--- config.mk ---
export PLATFORM = sky130hd
export DESIGN_NAME = sense_matrix_device_flat
export DESIGN_NICKNAME = d
export VERILOG_FILES = /design/src/hdl/sense_pkg.sv /design/src/hdl/sense_link.sv /design/src/hdl/sense_matrix_device.sv /design/src/flat_wrapper.sv
export VERILOG_INCLUDE_DIRS = /design/src /design/src/hdl
export SDC_FILE = /design/constraint.sdc
export NUM_CORES = 1
export LEC_CHECK = 0
export ABC_AREA = 1
export BUFFER_PORTS_ARGS = -buffer_cell sky130_fd_sc_hd__buf_2
export CAP_MARGIN = 10
export CORE_MARGIN = 2
export CORE_UTILIZATION = 49
export DETAILED_ROUTE_END_ITERATION = 12
export GPL_TIMING_DRIVEN = 0
export HOLD_SLACK_MARGIN = 0.03
export PLACE_DENSITY_LB_ADDON = 0.2
export SYNTH_ARGS = -nofsm -noshare
export SYNTH_HDL_FRONTEND = slang
export SYNTH_SLANG_ARGS = --single-unit
--- constraint.sdc ---
create_clock -name clk_sys -period 1.5 [get_ports clk_sys]
set_clock_uncertainty 0.2 [all_clocks]
set_input_delay 0.375 -clock clk_sys [delete_from_list [all_inputs] [get_ports clk_sys]]
set_output_delay 0.375 -clock clk_sys [all_outputs]
set_load 0.1 [all_outputs]
--- src/hdl/sense_cfg.svh ---
// Constants of the sense switch matrix controller and its host end.
// Assumes one 20 MHz system clock shared by both ends.
`ifndef SENSE_CFG_SVH
`define SENSE_CFG_SVH

// Phase select code {phase_select_in_2, phase_select_in_1}
`define PHASE_CODE_KEEP 2'h0
`define PHASE_CODE_A 2'h1
`define PHASE_CODE_B 2'h2
`define PHASE_CODE_C 2'h3

// Output select code {output_select_in_hi, output_select_in_lo}
`define OUT_CODE_NONE 2'h0
`define OUT_CODE_A 2'h1
`define OUT_CODE_B 2'h2
`define OUT_CODE_C 2'h3

// Host register map (byte addresses)
`define REG_CTRL 12'h000
`define REG_STATUS 12'h004
`define REG_COUNT 12'h008
`define CTRL_PHASE_LSB 0
`define CTRL_OUT_LSB 2
`define CTRL_RESET 4'h0

// Sample-and-hold timing
`define CLK_PERIOD_NS 50
`define SH_PERIOD_NS 20000
`define SH_TRACK_NS 1000
`define SH_PERIOD_CYC (`SH_PERIOD_NS / `CLK_PERIOD_NS)
`define SH_TRACK_CYC ((`SH_TRACK_NS + `CLK_PERIOD_NS - 1) / `CLK_PERIOD_NS)

`endif

--- src/hdl/sense_pkg.sv ---
// Types shared by the sense matrix device end and its host end.
// Assumes nothing of its surroundings.
package sense_pkg;

	typedef enum logic [2:0] {
		CFG_NONE,
		CFG_1,
		CFG_2,
		CFG_3,
		CFG_4,
		CFG_5
	} sense_config_type;

	typedef enum logic [1:0] {
		PHASE_A,
		PHASE_B,
		PHASE_C
	} phase_type;

endpackage

--- src/hdl/sense_link.sv ---
// Pin-level link between the sense matrix device and its controller.
// Assumes both ends run on the same system clock; no tristate pins.
`timescale 1ns/1ps
interface sense_link #(parameter int LEVEL_W = 12);
	logic phase_select_in_1;
	logic phase_select_in_2;
	logic output_select_in_hi;
	logic output_select_in_lo;
	logic [LEVEL_W-1:0] shared_sense_output;

	modport device (
		input phase_select_in_1,
		input phase_select_in_2,
		input output_select_in_hi,
		input output_select_in_lo,
		output shared_sense_output
	);

	modport host (
		output phase_select_in_1,
		output phase_select_in_2,
		output output_select_in_hi,
		output output_select_in_lo,
		input shared_sense_output
	);
endinterface

--- src/hdl/sense_matrix_device.sv ---
// Switch matrix control for the back-EMF and shunt sense configurations 1 to 5.
// Assumes select pins arrive asynchronously; config bits come from logic on clk_sys.
`timescale 1ns/1ps
`include "sense_cfg.svh"

module sense_matrix_device
	import sense_pkg::*;
#(
	parameter int LEVEL_W = 12,
	parameter int SH_PERIOD = `SH_PERIOD_CYC,
	parameter int SH_TRACK = `SH_TRACK_CYC
) (
	// Clock and reset
	input wire logic clk_sys,
	input wire logic reset,
	// Pins to the controller
	sense_link.device link,
	// Configuration from serial block
	input wire logic serial_mode,
	input wire logic serial_back_emf_sense_on,
	input wire logic serial_current_sense_method,
	input wire logic serial_current_sample_hold_on,
	input wire logic serial_back_emf_sample_hold_on,
	// Strap pins
	input wire logic strap_back_emf_sense_on,
	input wire logic strap_current_sense_method,
	// Center tap choice
	input wire logic center_tap_external,
	// Amplifier levels
	input wire logic [LEVEL_W-1:0] phase_a_current_amp,
	input wire logic [LEVEL_W-1:0] phase_b_current_amp,
	input wire logic [LEVEL_W-1:0] phase_c_current_amp,
	// Switch controls, bit 0 phase A, bit 1 phase B, bit 2 phase C or back-EMF
	output logic [2:0] phase_tap_closed,
	output logic center_tap_ext_closed,
	output logic center_tap_virtual_closed,
	output logic [2:0] output_mux_closed,
	output logic [2:0] sample_hold_closed,
	// Fixed routing
	output logic back_emf_chain_on,
	output logic phase_c_current_on,
	output logic select_pins_logic,
	output sense_config_type active_config
);

	localparam int PIN_N = 6;
	localparam int CNT_W = $clog2(SH_PERIOD + 1);

	// Pin input filter: three flops, change taken once stages two and three agree
	logic [PIN_N-1:0] pin_raw;
	logic [PIN_N-1:0] pin_s1_reg;
	logic [PIN_N-1:0] pin_s2_reg;
	logic [PIN_N-1:0] pin_s3_reg;
	logic [PIN_N-1:0] pin_reg;
	logic [PIN_N-1:0] pin_next;

	assign pin_raw = {strap_back_emf_sense_on, strap_current_sense_method,
		link.phase_select_in_2, link.phase_select_in_1,
		link.output_select_in_hi, link.output_select_in_lo};

	genvar gp;
	generate
		for (gp = 0; gp < PIN_N; gp++) begin : g_pin
			assign pin_next[gp] = (pin_s2_reg[gp] == pin_s3_reg[gp]) ? pin_s3_reg[gp] : pin_reg[gp];
		end
	endgenerate

	always_ff @(posedge clk_sys) begin
		if (reset) begin
			pin_s1_reg <= '0;
			pin_s2_reg <= '0;
			pin_s3_reg <= '0;
			pin_reg <= '0;
		end else begin
			pin_s1_reg <= pin_raw;
			pin_s2_reg <= pin_s1_reg;
			pin_s3_reg <= pin_s2_reg;
			pin_reg <= pin_next;
		end
	end

	wire logic strap_bemf = pin_reg[5];
	wire logic strap_method = pin_reg[4];
	wire logic [1:0] phase_code = pin_reg[3:2];
	wire logic [1:0] out_code = pin_reg[1:0];

	// Configuration decode
	wire logic eff_bemf = serial_mode ? serial_back_emf_sense_on : strap_bemf;
	wire logic eff_method = serial_mode ? serial_current_sense_method : strap_method;
	wire logic eff_cs_sh = serial_mode & serial_current_sample_hold_on;
	wire logic eff_bemf_sh = serial_mode & serial_back_emf_sample_hold_on;
	sense_config_type config_next;

	assign config_next = eff_method ? CFG_NONE :
		!eff_bemf ? (eff_cs_sh ? CFG_5 : CFG_NONE) :
		(eff_cs_sh && eff_bemf_sh) ? CFG_1 :
		eff_cs_sh ? CFG_2 :
		eff_bemf_sh ? CFG_3 : CFG_4;

	sense_config_type config_reg;
	wire logic bemf_cfg = (config_reg == CFG_1) || (config_reg == CFG_2) ||
		(config_reg == CFG_3) || (config_reg == CFG_4);
	wire logic cur_sh_cfg = (config_reg == CFG_1) || (config_reg == CFG_2) ||
		(config_reg == CFG_5);
	wire logic bemf_sh_cfg = (config_reg == CFG_1) || (config_reg == CFG_3);
	wire logic mux_cfg = (config_reg == CFG_1) || (config_reg == CFG_2) ||
		(config_reg == CFG_3) || (config_reg == CFG_5);

	// Sampled path per channel: A, B, C or back-EMF
	wire logic [2:0] path_sampled = {bemf_sh_cfg || (config_reg == CFG_5), cur_sh_cfg, cur_sh_cfg};

	// Internal sample-and-hold timing
	logic [CNT_W-1:0] sh_count_reg;
	wire logic sh_wrap = (sh_count_reg == CNT_W'(SH_PERIOD - 1));
	wire logic [CNT_W-1:0] sh_count_next = sh_wrap ? '0 : sh_count_reg + 1'b1;
	wire logic sh_track = (sh_count_reg < CNT_W'(SH_TRACK));
	wire logic [2:0] sample_hold_next = path_sampled & {3{sh_track}};

	// Phase tap decode
	phase_type phase_reg;
	phase_type phase_next;
	logic [2:0] tap_onehot;

	always_comb begin
		phase_next = phase_reg;
		unique case (phase_code)
			`PHASE_CODE_A: phase_next = PHASE_A;
			`PHASE_CODE_B: phase_next = PHASE_B;
			`PHASE_CODE_C: phase_next = PHASE_C;
			`PHASE_CODE_KEEP: phase_next = phase_reg;
		endcase
	end

	always_comb begin
		tap_onehot = 3'h0;
		unique case (phase_reg)
			PHASE_A: tap_onehot = 3'h1;
			PHASE_B: tap_onehot = 3'h2;
			PHASE_C: tap_onehot = 3'h4;
			default: tap_onehot = 3'h1;
		endcase
	end

	// Phase pins act as logic only in back-EMF configurations
	wire logic [2:0] tap_next = bemf_cfg ? tap_onehot : 3'h0;

	// Center tap choice
	wire logic ext_next = bemf_cfg & center_tap_external;
	wire logic virt_next = bemf_cfg & ~center_tap_external;

	// Output mux decode with break before make
	logic [2:0] mux_want;

	always_comb begin
		mux_want = 3'h0;
		unique case (out_code)
			`OUT_CODE_A: mux_want = 3'h1;
			`OUT_CODE_B: mux_want = 3'h2;
			`OUT_CODE_C: mux_want = 3'h4;
			`OUT_CODE_NONE: mux_want = 3'h0;
		endcase
	end

	wire logic [2:0] mux_target = mux_cfg ? mux_want : 3'h0;
	wire logic mux_break = (output_mux_closed != 3'h0) && (output_mux_closed != mux_target);
	wire logic [2:0] mux_next = mux_break ? 3'h0 : mux_target;

	// Held levels per channel
	logic [LEVEL_W-1:0] level [3];
	logic [LEVEL_W-1:0] held_reg [3];
	logic [LEVEL_W-1:0] held_next [3];

	assign level[0] = phase_a_current_amp;
	assign level[1] = phase_b_current_amp;
	assign level[2] = phase_c_current_amp;

	genvar gc;
	generate
		for (gc = 0; gc < 3; gc++) begin : g_hold
			// Sampled path follows only while its switch is closed
			assign held_next[gc] = (path_sampled[gc] && !sample_hold_closed[gc]) ?
				held_reg[gc] : level[gc];
			always_ff @(posedge clk_sys) begin
				if (reset) begin
					held_reg[gc] <= '0;
				end else begin
					held_reg[gc] <= held_next[gc];
				end
			end
		end
	endgenerate

	// Shared output buffer keeps its last value while no source is selected
	logic [LEVEL_W-1:0] shared_reg;
	wire logic [LEVEL_W-1:0] shared_next = output_mux_closed[0] ? held_reg[0] :
		output_mux_closed[1] ? held_reg[1] :
		output_mux_closed[2] ? held_reg[2] : shared_reg;

	assign link.shared_sense_output = shared_reg;

	// Control registers
	always_ff @(posedge clk_sys) begin
		if (reset) begin
			config_reg <= CFG_NONE;
			phase_reg <= PHASE_A;
			sh_count_reg <= '0;
		end else begin
			config_reg <= config_next;
			phase_reg <= phase_next;
			sh_count_reg <= sh_count_next;
		end
	end

	// Switch registers
	always_ff @(posedge clk_sys) begin
		if (reset) begin
			phase_tap_closed <= 3'h0;
			center_tap_ext_closed <= 1'b0;
			center_tap_virtual_closed <= 1'b0;
			output_mux_closed <= 3'h0;
			sample_hold_closed <= 3'h0;
			shared_reg <= '0;
		end else begin
			phase_tap_closed <= tap_next;
			center_tap_ext_closed <= ext_next;
			center_tap_virtual_closed <= virt_next;
			output_mux_closed <= mux_next;
			sample_hold_closed <= sample_hold_next;
			shared_reg <= shared_next;
		end
	end

	// Fixed routing registers
	always_ff @(posedge clk_sys) begin
		if (reset) begin
			back_emf_chain_on <= 1'b0;
			phase_c_current_on <= 1'b0;
			select_pins_logic <= 1'b0;
			active_config <= CFG_NONE;
		end else begin
			back_emf_chain_on <= bemf_cfg;
			phase_c_current_on <= (config_reg == CFG_5);
			select_pins_logic <= bemf_cfg;
			active_config <= config_reg;
		end
	end

endmodule

--- src/flat_wrapper.sv ---
// flat-port wrapper written by rule: the top's interface ports become plain ports
module sense_matrix_device_flat import sense_pkg::*;
#(
	parameter int LEVEL_W = 12,
	parameter int SH_PERIOD = `SH_PERIOD_CYC,
	parameter int SH_TRACK = `SH_TRACK_CYC
)
  (clk_sys, reset, serial_mode, serial_back_emf_sense_on, serial_current_sense_method, serial_current_sample_hold_on, serial_back_emf_sample_hold_on, strap_back_emf_sense_on, strap_current_sense_method, center_tap_external, phase_a_current_amp, phase_b_current_amp, phase_c_current_amp, phase_tap_closed, center_tap_ext_closed, center_tap_virtual_closed, output_mux_closed, sample_hold_closed, back_emf_chain_on, phase_c_current_on, select_pins_logic, active_config, link_phase_select_in_1, link_phase_select_in_2, link_output_select_in_hi, link_output_select_in_lo, link_shared_sense_output);
  sense_link #(.LEVEL_W(LEVEL_W)) link_i ();
  input wire logic clk_sys;
  input wire logic reset;
  input wire logic serial_mode;
  input wire logic serial_back_emf_sense_on;
  input wire logic serial_current_sense_method;
  input wire logic serial_current_sample_hold_on;
  input wire logic serial_back_emf_sample_hold_on;
  input wire logic strap_back_emf_sense_on;
  input wire logic strap_current_sense_method;
  input wire logic center_tap_external;
  input wire logic [LEVEL_W-1:0] phase_a_current_amp;
  input wire logic [LEVEL_W-1:0] phase_b_current_amp;
  input wire logic [LEVEL_W-1:0] phase_c_current_amp;
  output logic [2:0] phase_tap_closed;
  output logic center_tap_ext_closed;
  output logic center_tap_virtual_closed;
  output logic [2:0] output_mux_closed;
  output logic [2:0] sample_hold_closed;
  output logic back_emf_chain_on;
  output logic phase_c_current_on;
  output logic select_pins_logic;
  output sense_config_type active_config;
  input wire logic [$bits(link_i.phase_select_in_1)-1:0] link_phase_select_in_1;
  input wire logic [$bits(link_i.phase_select_in_2)-1:0] link_phase_select_in_2;
  input wire logic [$bits(link_i.output_select_in_hi)-1:0] link_output_select_in_hi;
  input wire logic [$bits(link_i.output_select_in_lo)-1:0] link_output_select_in_lo;
  output wire logic [$bits(link_i.shared_sense_output)-1:0] link_shared_sense_output;
  assign link_i.phase_select_in_1 = link_phase_select_in_1;
  assign link_i.phase_select_in_2 = link_phase_select_in_2;
  assign link_i.output_select_in_hi = link_output_select_in_hi;
  assign link_i.output_select_in_lo = link_output_select_in_lo;
  assign link_shared_sense_output = link_i.shared_sense_output;
  sense_matrix_device #(.LEVEL_W(LEVEL_W), .SH_PERIOD(SH_PERIOD), .SH_TRACK(SH_TRACK)) u_core (.clk_sys(clk_sys), .reset(reset), .link(link_i), .serial_mode(serial_mode), .serial_back_emf_sense_on(serial_back_emf_sense_on), .serial_current_sense_method(serial_current_sense_method), .serial_current_sample_hold_on(serial_current_sample_hold_on), .serial_back_emf_sample_hold_on(serial_back_emf_sample_hold_on), .strap_back_emf_sense_on(strap_back_emf_sense_on), .strap_current_sense_method(strap_current_sense_method), .center_tap_external(center_tap_external), .phase_a_current_amp(phase_a_current_amp), .phase_b_current_amp(phase_b_current_amp), .phase_c_current_amp(phase_c_current_amp), .phase_tap_closed(phase_tap_closed), .center_tap_ext_closed(center_tap_ext_closed), .center_tap_virtual_closed(center_tap_virtual_closed), .output_mux_closed(output_mux_closed), .sample_hold_closed(sample_hold_closed), .back_emf_chain_on(back_emf_chain_on), .phase_c_current_on(phase_c_current_on), .select_pins_logic(select_pins_logic), .active_config(active_config));
endmodule
Word-level counts from Yosys, hierarchy flattened
Memories as Yosys holds them, arrays and structs flattened.
Cells that the tools add are included.
W data, S select, Z words.
{"block": "classes", "n_mux": 23, "magnitude_cmp": 1, "n_reduce_logical": 22, "add_sub_neg": 1, "bitwise": 10, "eq_ne": 21}
{"op": "$mux W12", "n": 9}
{"op": "$mux W3", "n": 6}
{"op": "$pmux W3 S4", "n": 1}
{"op": "$eq A2 B2 Y1 const B", "n": 5}
{"op": "$add A9 B1 Y9 const B", "n": 1}
{"op": "$eq A9 B9 Y1 const B", "n": 1}
{"op": "$lt A9 B5 Y1 const B", "n": 1}
{"op": "$reduce_or A2 Y1", "n": 4}
{"op": "$logic_or A1 B1 Y1", "n": 7}
{"op": "$eq A1 B1 Y1", "n": 6}
{"op": "$eq A2 B1 Y1 const B", "n": 3}
{"op": "$eq A3 B2 Y1 const B", "n": 2}
{"op": "$eq A3 B3 Y1 const B", "n": 2}
{"op": "$pmux W2 S3", "n": 1}
{"op": "$pmux W3 S2", "n": 1}
{"op": "$logic_and A1 B1 Y1", "n": 5}
{"op": "$mux W1", "n": 5}
{"op": "$and A1 B1 Y1", "n": 4}
{"op": "$logic_not A2 Y1", "n": 2}
{"op": "$and A3 B3 Y3", "n": 1}
{"op": "$eq A3 B1 Y1 const B", "n": 1}
{"op": "$logic_not A1 Y1", "n": 3}
{"op": "$ne A3 B3 Y1", "n": 1}
{"op": "$or A1 B1 Y1", "n": 3}
{"op": "2 further kinds", "n": 3}
{"block": "totals", "ramBits": 36, "input_bits": 50, "out_inout_bits": 29, "mem_count": 1, "ff_bits": 66, "elab_cells": 100}
{"memory": "u_core.held_reg", "words": 3, "word_bits": 12, "rd": 3, "rd_clocked_by_memory_dff": 0, "write_ports": 3, "line_no": "sense_matrix_device.sv:170", "text": "logic [LEVEL_W-1:0] held_reg [3];"}

Depth between registers and ports, before layout
Gate-level depths: netlist of the first run.
{"block": "logic_depth", "depth_word": 8, "mapped_depth": 10}

Worst setup path after synthesis of the first run
Ideal clock, no wire load.
{"block": "synth_timing", "path_type": "flip-flop to flip-flop", "from": "register u_core.output_mux_closed[0]", "to": "register u_core.shared_reg[10] (netlist: u_core.link.shared_sense_output[10])", "arrival_ps": 1906, "setup_ps": 133, "slack_ps": -739, "path_stages_with_launch": 8, "path_buffers": 2, "cell_sequence": "dfxtp_1 -> buf_2 -> inv_1 -> buf_2 -> o21ai_0 -> inv_1 -> o211ai_1 -> a31oi_1"}
{"block": "synth_via", "elab_chain_cells": 1, "word_cells_on_any_way": 2, "classes_between": "mux (1); reduce/logical (1)"}
{"item": "from (decl)", "line_no": "sense_matrix_device.sv:37", "text": "output logic [2:0] output_mux_closed,"}
{"item": "from (signal assigned)", "line_no": "sense_matrix_device.sv:227", "text": "output_mux_closed <= mux_next;"}
{"item": "$reduce_bool A3 Y1 or $mux W12 (tied branches)"}
{"item": "to (signal assigned)", "line_no": "sense_matrix_device.sv:229", "text": "shared_reg <= shared_next;"}
{"item": "to (decl)", "line_no": "sense_matrix_device.sv:194", "text": "logic [LEVEL_W-1:0] shared_reg;"}
Parallel ways exist; a longest one is shown, timed or not.
A chain may end at the register's enable or synchronous reset.

Final worst setup path of the first run
{"block": "layout_timing", "from": "register u_core.sample_hold_closed[1]", "to": "output port sample_hold_closed[1]"}
{"item": "from (decl)", "line_no": "sense_matrix_device.sv:38", "text": "output logic [2:0] sample_hold_closed,"}
{"item": "from (signal assigned)", "line_no": "sense_matrix_device.sv:228", "text": "sample_hold_closed <= sample_hold_next;"}
{"item": "to (decl)", "line_no": "flat_wrapper.sv:27", "text": "output logic [2:0] sample_hold_closed;"}
No word-level cell between the ends.

==> results of run 1 <==
## through the flow
stage                     setup slack, ns  hold WS [ns]   util  total power, mW  std cells
after floorplan                   -0.0850         0.188      -             3.24        485
after global placement             -0.376         0.192  0.583             3.40        665
after detailed placement           -0.397         0.198  0.583             3.41        665
after CTS                         -0.0922        0.0304  0.693             5.05        701
after global routing               -0.142        0.0310  0.758             5.36        719
final                             -0.0895        0.0336  0.758             5.17        719
## worst min-delay path by stage
stage	startpoint	endpoint	slack, ns	cells past startpoint
2_1_floorplan	u_core.pin_s1_reg[0]	u_core.pin_s2_reg[0]	0.19	2
3_3_place_gp	u_core.pin_s1_reg[3]	u_core.pin_s2_reg[3]	0.19	2
3_5_place_dp	u_core.pin_s1_reg[3]	u_core.pin_s2_reg[3]	0.20	2
4_1_cts	phase_c_current_amp[2]	u_core.held_reg[2][2]	0.03	3
5_1_grt	phase_c_current_amp[9]	u_core.held_reg[2][9]	0.03	3
6_report	phase_c_current_amp[9]	u_core.held_reg[2][9]	0.03	3
## cell families (layout without fill, tap and decap cells)
group / after synthesis / after routing / synth area share
AND/OR/NAND/NOR: 180 / 180 / 0.202
flip-flops: 101 / 101 / 0.519
buffers and inverters: 94 / 225 / 0.109
XOR/XNOR: 5 / 5 / 0.0112
multiplexers: 1 / 1 / 0.00257
AO/OA/AOI/OAI: 101 / 102 / 0.146
adder cells (fa/ha/maj): 3 / 3 / 0.00964
## per-layer routing
| metal | GRT usage | part of all wire | vias to the layer above |
|---|---|---|---|
| li1 | - | - | 1817 |
| met1 | 0.312 | 0.43 | 1782 |
| met2 | 0.400 | 0.51 | 138 |
| met3 | 0.0395 | 0.046 | 19 |
| met4 | 0.0662 | 0.013 | 0 |
| met5 | 0 | 0 | - |
## worst max-delay path, cell delays in order, from the launching register on
cell and delay [ns]:
dfxtp_4 0.39, buf_6 0.11, buf_12 0.16
## where the power goes
group	switching, mW	total, mW	internal (mW)
logic	0.391	0.681	0.290
clock network	0.992	1.62	0.629
registers	0.0829	2.87	2.79
total	1.47	5.17	3.70
## layout by cell type (no fill, tap or decap), drive strengths merged
master / instances
o21a: 1
or2: 7
nor3: 2
a21oi: 49
a221oi: 1
nor4: 3
dlygate4sd3: 7
clkinv: 2
inv: 72
nand2: 73
xnor2: 1
clkbuf: 21
mux2i: 1
a211oi: 6
ha: 3
o211ai: 8
a31oi: 10
xor2: 4
dfxtp: 101
nand3: 33
buf: 122
nand3b: 1
nor2: 59
o21ai: 27
nand4: 2
clkinvlp: 1
## what timing repair did
| action | 4_1_cts | 5_1_grt |
|---|---|---|
| hold buffers | 7 | 0 |
| endpoints found under the hold margin | 7 | 0 |
| gates resized for setup | 153 | 96 |
| endpoints found under the setup margin | 83 | 88 |
| pin swaps | 10 | 19 |
| gates cloned | 2 | 4 |
| setup buffers | 12 | 14 |
## layout make-up
cell class / count / share of cell area
flip-flops and latches: 101 / 0.356
multi-input cells: 291 / 0.299
inverters: 68 / 0.0457
clock buffers: 9 / 0.0211
well taps: 102 / 0.0218
plain buffers: 25 / 0.0416
clock inverters: 7 / 0.00961
repair buffers: 116 / 0.206
## synth_stat cells
| cell type | count |
|---|---|
| mux2i_1 | 1 |
| nor4_2 | 1 |
| nand3b_1 | 1 |
| xnor2_1 | 1 |
| nand2_8 | 1 |
| o21ai_0 | 17 |
| a31oi_1 | 10 |
| or2_1 | 1 |
| nand2_1 | 71 |
| ha_1 | 3 |
| inv_1 | 66 |
| inv_2 | 2 |
| nor4_1 | 2 |
| o211ai_1 | 8 |
| nor2_1 | 57 |
| a21oi_1 | 49 |
| buf_6 | 8 |
| nor2_4 | 1 |
| xor2_1 | 4 |
| buf_1 | 2 |
| nor3_1 | 2 |
| o21a_1 | 1 |
| clkbuf_1 | 10 |
| or2_2 | 6 |
| nand3_1 | 33 |
| a211oi_1 | 6 |
| dfxtp_1 | 101 |
| buf_4 | 2 |
| nand2_2 | 1 |
| buf_2 | 4 |
| a221oi_1 | 1 |
| o21ai_2 | 2 |
| o21ai_1 | 7 |
| nand4_1 | 2 |
| nor2_2 | 1 |
==> impl_metrics.env, run 1 <==
export IMPL_htree_levels=3
export IMPL_clk_path_buf_depth=2
export IMPL_violations="setup timing"
export IMPL_num_vias=3756
export IMPL_grt_max_degree=19
export IMPL_area_delta_synth_final_pct=50.5
export IMPL_track_usage=0.236
export IMPL_crit_fanout=3
export IMPL_cts_clk_slew_worst_paths_ns=0.10
export IMPL_fmax_mhz=629
export IMPL_grt_pass1_vias=3522
export IMPL_worst_ep_arrival_time_ns=1.01
export IMPL_synth_seq_cells=101
export IMPL_io_pins=79
export IMPL_post_dp_cell_area_mm2=0.00450
export IMPL_avgSynthCellArea_um2=8.03
export IMPL_r2r_slack_ns=-0.09
export IMPL_finalSetupTns_ns=-1.87
export IMPL_final_area_mm2=0.00586
export IMPL_n_fill_cell=528
export IMPL_first_pass_iters=7
export IMPL_worstRegToRegCells=9
export IMPL_place_hpwl_mm=6.65
export IMPL_clock_latency_ns=0.36
export IMPL_numCtsBuffers=9
export IMPL_fin_crit_sh=1.06
export IMPL_seq_area_mm2=0.00208
export IMPL_start_kind="flip-flop"
export IMPL_grt_pass1_wl_mm=16.2
export IMPL_drtIter0Drc=242
export IMPL_peakVddDrop_mv=0.663
export IMPL_gp_congestion=0.901
export IMPL_critPathLaunch="u_core.sample_hold_closed[1]"
export IMPL_critPathRequiredTime_ns=0.92
export IMPL_maxCapViolCount=0
export IMPL_die_area_mm2=0.00868
export IMPL_vias_per_cell=5.22
export IMPL_yosys_area_top_type="dfxtp_1"
export IMPL_leakagePower_nw=2.51
export IMPL_cts_root_buf="clkbuf_8"
export IMPL_rsz0062_at_grt="true"
export IMPL_multi_input_area_mm2=0.00175
export IMPL_maxSlewViolCount=0
export IMPL_die_width_um=93.1
export IMPL_ys_seq_area_frac=0.519
export IMPL_rows=32
export IMPL_routedWlPerCell_um=15.0
export IMPL_run_status="finished, violations left"
export IMPL_core_mm2=0.00773
export IMPL_finalCriticalPeriod_ns=1.59
export IMPL_final_nets=665
export IMPL_r2r_start="u_core.config_reg[1]"
export IMPL_ant_nets=0
export IMPL_p_per_area_mw_per_mm2=882
export IMPL_worstSetupEndpoint="sample_hold_closed[1]"
export IMPL_initial_core_util=0.504
export IMPL_n_antenna_cell=0
export IMPL_worstReg2RegEnd="u_core.held_reg[0][2]"
export IMPL_drt_total_wl_mm=10.8
export IMPL_setup_viol=37
export IMPL_gr_total_overflow=0
export IMPL_synth_top_area_frac=0.519
export IMPL_ys_top_cells_by_area="dfxtp_1 52%, nand2_1 6.8%, inv_1 6.4%"
export IMPL_ys_types=35
export IMPL_clkSinkCount=101
export IMPL_ys_warn_count=0
export IMPL_finalHoldViolCount=0
export IMPL_netlist_area_mm2=0.00389
export IMPL_hold_class="primary input to flip-flop"
export IMPL_syn_inst=485
export IMPL_drive_gt1_frac=0.423
export IMPL_relSlewSlack=0.643
export IMPL_antenna_found_initial=0
export IMPL_die_h_um=93.1
export IMPL_syn_nets=538
export IMPL_worst_setup_path_type="flip-flop to primary output"
export IMPL_layout_setup_ws_ns=-0.0895
export IMPL_largest_reg_flops=36
export IMPL_cts_tree="yes"
export IMPL_port_buffer_count=78
export IMPL_endpoint_kind="primary output"
export IMPL_drc=0
export IMPL_worst_slew_pin_slew_ns=0.535
Power figures use the tool's default switching activity.
==> inputs of run 2 (changes only) <==
- CTS_BUF_LIST: not set -> sky130_fd_sc_hd__clkbuf_16
==> impl_metrics.env, run 2 (same netlist as run 1, synthesis figures left out) <==
export IMPL_track_usage=0.230
export IMPL_finalSetupTns_ns=-1.10
export IMPL_numCtsBuffers=9
export IMPL_place_hpwl_mm=6.65
export IMPL_final_area_mm2=0.00566
export IMPL_min_path_cells=3
export IMPL_seq_area_mm2=0.00207
export IMPL_initial_core_util=0.504
export IMPL_critPathRequiredTime_ns=0.92
export IMPL_finalNonFillerCells=700
export IMPL_critPathMaxStageDelay_ns=0.39
export IMPL_n_antenna_cell=0
export IMPL_largest_reg_flops=36
export IMPL_run_status="finished, violations left"
export IMPL_first_pass_iters=5
export IMPL_start_kind="flip-flop"
export IMPL_hold_class="primary input to flip-flop"
export IMPL_rows=32
export IMPL_worst_ep_arrival_time_ns=0.99
export IMPL_crit_fanout=3
export IMPL_final_util=0.733
export IMPL_ant_nets=0
export IMPL_worst_setup_path_type="flip-flop to primary output"
export IMPL_port_buffer_count=78
export IMPL_crit_chain="buf_6 -> buf_12"
export IMPL_place_inst=665
export IMPL_endpoint_kind="primary output"
export IMPL_die_area_mm2=0.00868
export IMPL_clkSinkCount=101
export IMPL_rsz0062_at_grt="true"
export IMPL_core_mm2=0.00773
export IMPL_n_fill_cell=549
export IMPL_post_dp_cell_area_mm2=0.00450
export IMPL_layout_setup_ws_ns=-0.0693
export IMPL_mostFrequentLayoutCells="76 x dfxtp_1, 58 x inv_1, 52 x nor2_1, 52 x buf_2, 49 x nand2_1"
export IMPL_clk_path_buf_depth=2
export IMPL_peakVddDrop_mv=0.590
export IMPL_grt_pass1_wl_mm=15.8
export IMPL_worst_slew_pin_slew_ns=0.587
export IMPL_gr_total_overflow=0
export IMPL_cts_tree="yes"
export IMPL_worstRegToRegCells=9
export IMPL_finalCriticalPeriod_ns=1.57
export IMPL_die_width_um=93.1
export IMPL_fin_crit_sh=1.05
export IMPL_slowest_stage="dfxtp_4"
export IMPL_final_nets=646
export IMPL_io_pins=79
export IMPL_p_per_area_mw_per_mm2=1010
export IMPL_die_h_um=93.1
export IMPL_leakagePower_nw=2.43
export IMPL_violations="setup timing"
export IMPL_drc=0
export IMPL_routedWlPerCell_um=15.0
export IMPL_multi_input_area_mm2=0.00175
export IMPL_final_common_cell="dfxtp_1"
export IMPL_num_vias=3616
export IMPL_cts_clk_slew_worst_paths_ns=0.07
export IMPL_gp_congestion=0.901
export IMPL_grt_max_degree=19
export IMPL_clock_latency_ns=0.34
export IMPL_drtIter0Drc=245
export IMPL_vias_per_cell=5.17
export IMPL_drt_total_wl_mm=10.5
export IMPL_finalHoldViolCount=0
export IMPL_maxCapViolCount=0
export IMPL_total_power_mw=5.71
export IMPL_setup_viol=33
export IMPL_htree_levels=3
export IMPL_drive_gt1_frac=0.400
export IMPL_cts_root_buf="clkbuf_16"
export IMPL_relSlewSlack=0.609
export IMPL_grt_pass1_vias=3406
export IMPL_fmax_mhz=637
export IMPL_area_delta_synth_final_pct=45.4
export IMPL_maxSlewViolCount=0
export IMPL_antenna_found_initial=0
-- run 2: changes by cell type in the layout (fill, tap and decap cells not counted), sizes merged --
cell and delta:
clkbuf -2, dlygate4sd3 -6, buf -11
-- run 2: power by group --
part	internal [mW]	switching, mW	total [mW]
Combinational	0.260	0.391	0.650
Clock	1.15	1.05	2.20
Sequential	2.79	0.0761	2.86
-- run 2: worst paths after layout --
kind                                              end  slack, ns                    startpoint
worst max register to register  u_core.held_reg[0][2]      -0.07          u_core.config_reg[1]
worst min-delay path             u_core.pin_s1_reg[3]       0.03        link_phase_select_in_2
worst max-delay path            sample_hold_closed[1]      -0.07  u_core.sample_hold_closed[1]
worst min register to register   u_core.pin_s2_reg[5]       0.20          u_core.pin_s1_reg[5]
-- run 2: what timing repair did --
item	CTS	global route
cloned	1	5
endpoints found under the setup margin	86	82
hold endpoints to repair	1	0
resized for setup	113	103
hold buffers	1	0
pin swaps	5	22
setup buffers	5	8
-- run 2: cell type report --
type	count	area share
Sequential cell	101	0.365
Multi-Input combinational cell	291	0.309
Timing Repair Buffer	97	0.163
Inverter	68	0.0473
Buffer	25	0.0426
Clock buffer	9	0.0398
Tap cell	102	0.0225
Clock inverter	7	0.00994
-- run 2: per-stage QoR --
stage	hold WS, ns	worst slack, ns
3_3_place_gp	0.192	-0.376
5_1_grt	0.0502	-0.112
4_1_cts	0.0330	-0.0634
2_1_floorplan	0.188	-0.0850
3_5_place_dp	0.198	-0.397
6_report	0.0306	-0.0693
-- run 2: routing by layer --
| layer | global-route usage | wire, um |
|---|---|---|
| met1 | 0.304 | 4540 |
| met2 | 0.388 | 5210 |
| met4 | 0.0527 | 146 |
| met3 | 0.0500 | 579 |
| met5 | 0 | 0 |
-- run 2: critical path: cells and delay by family, from the launching register on --
family	cells	cell delay (ns)
DFF	1	0.39
buffers and inverters	2	0.27
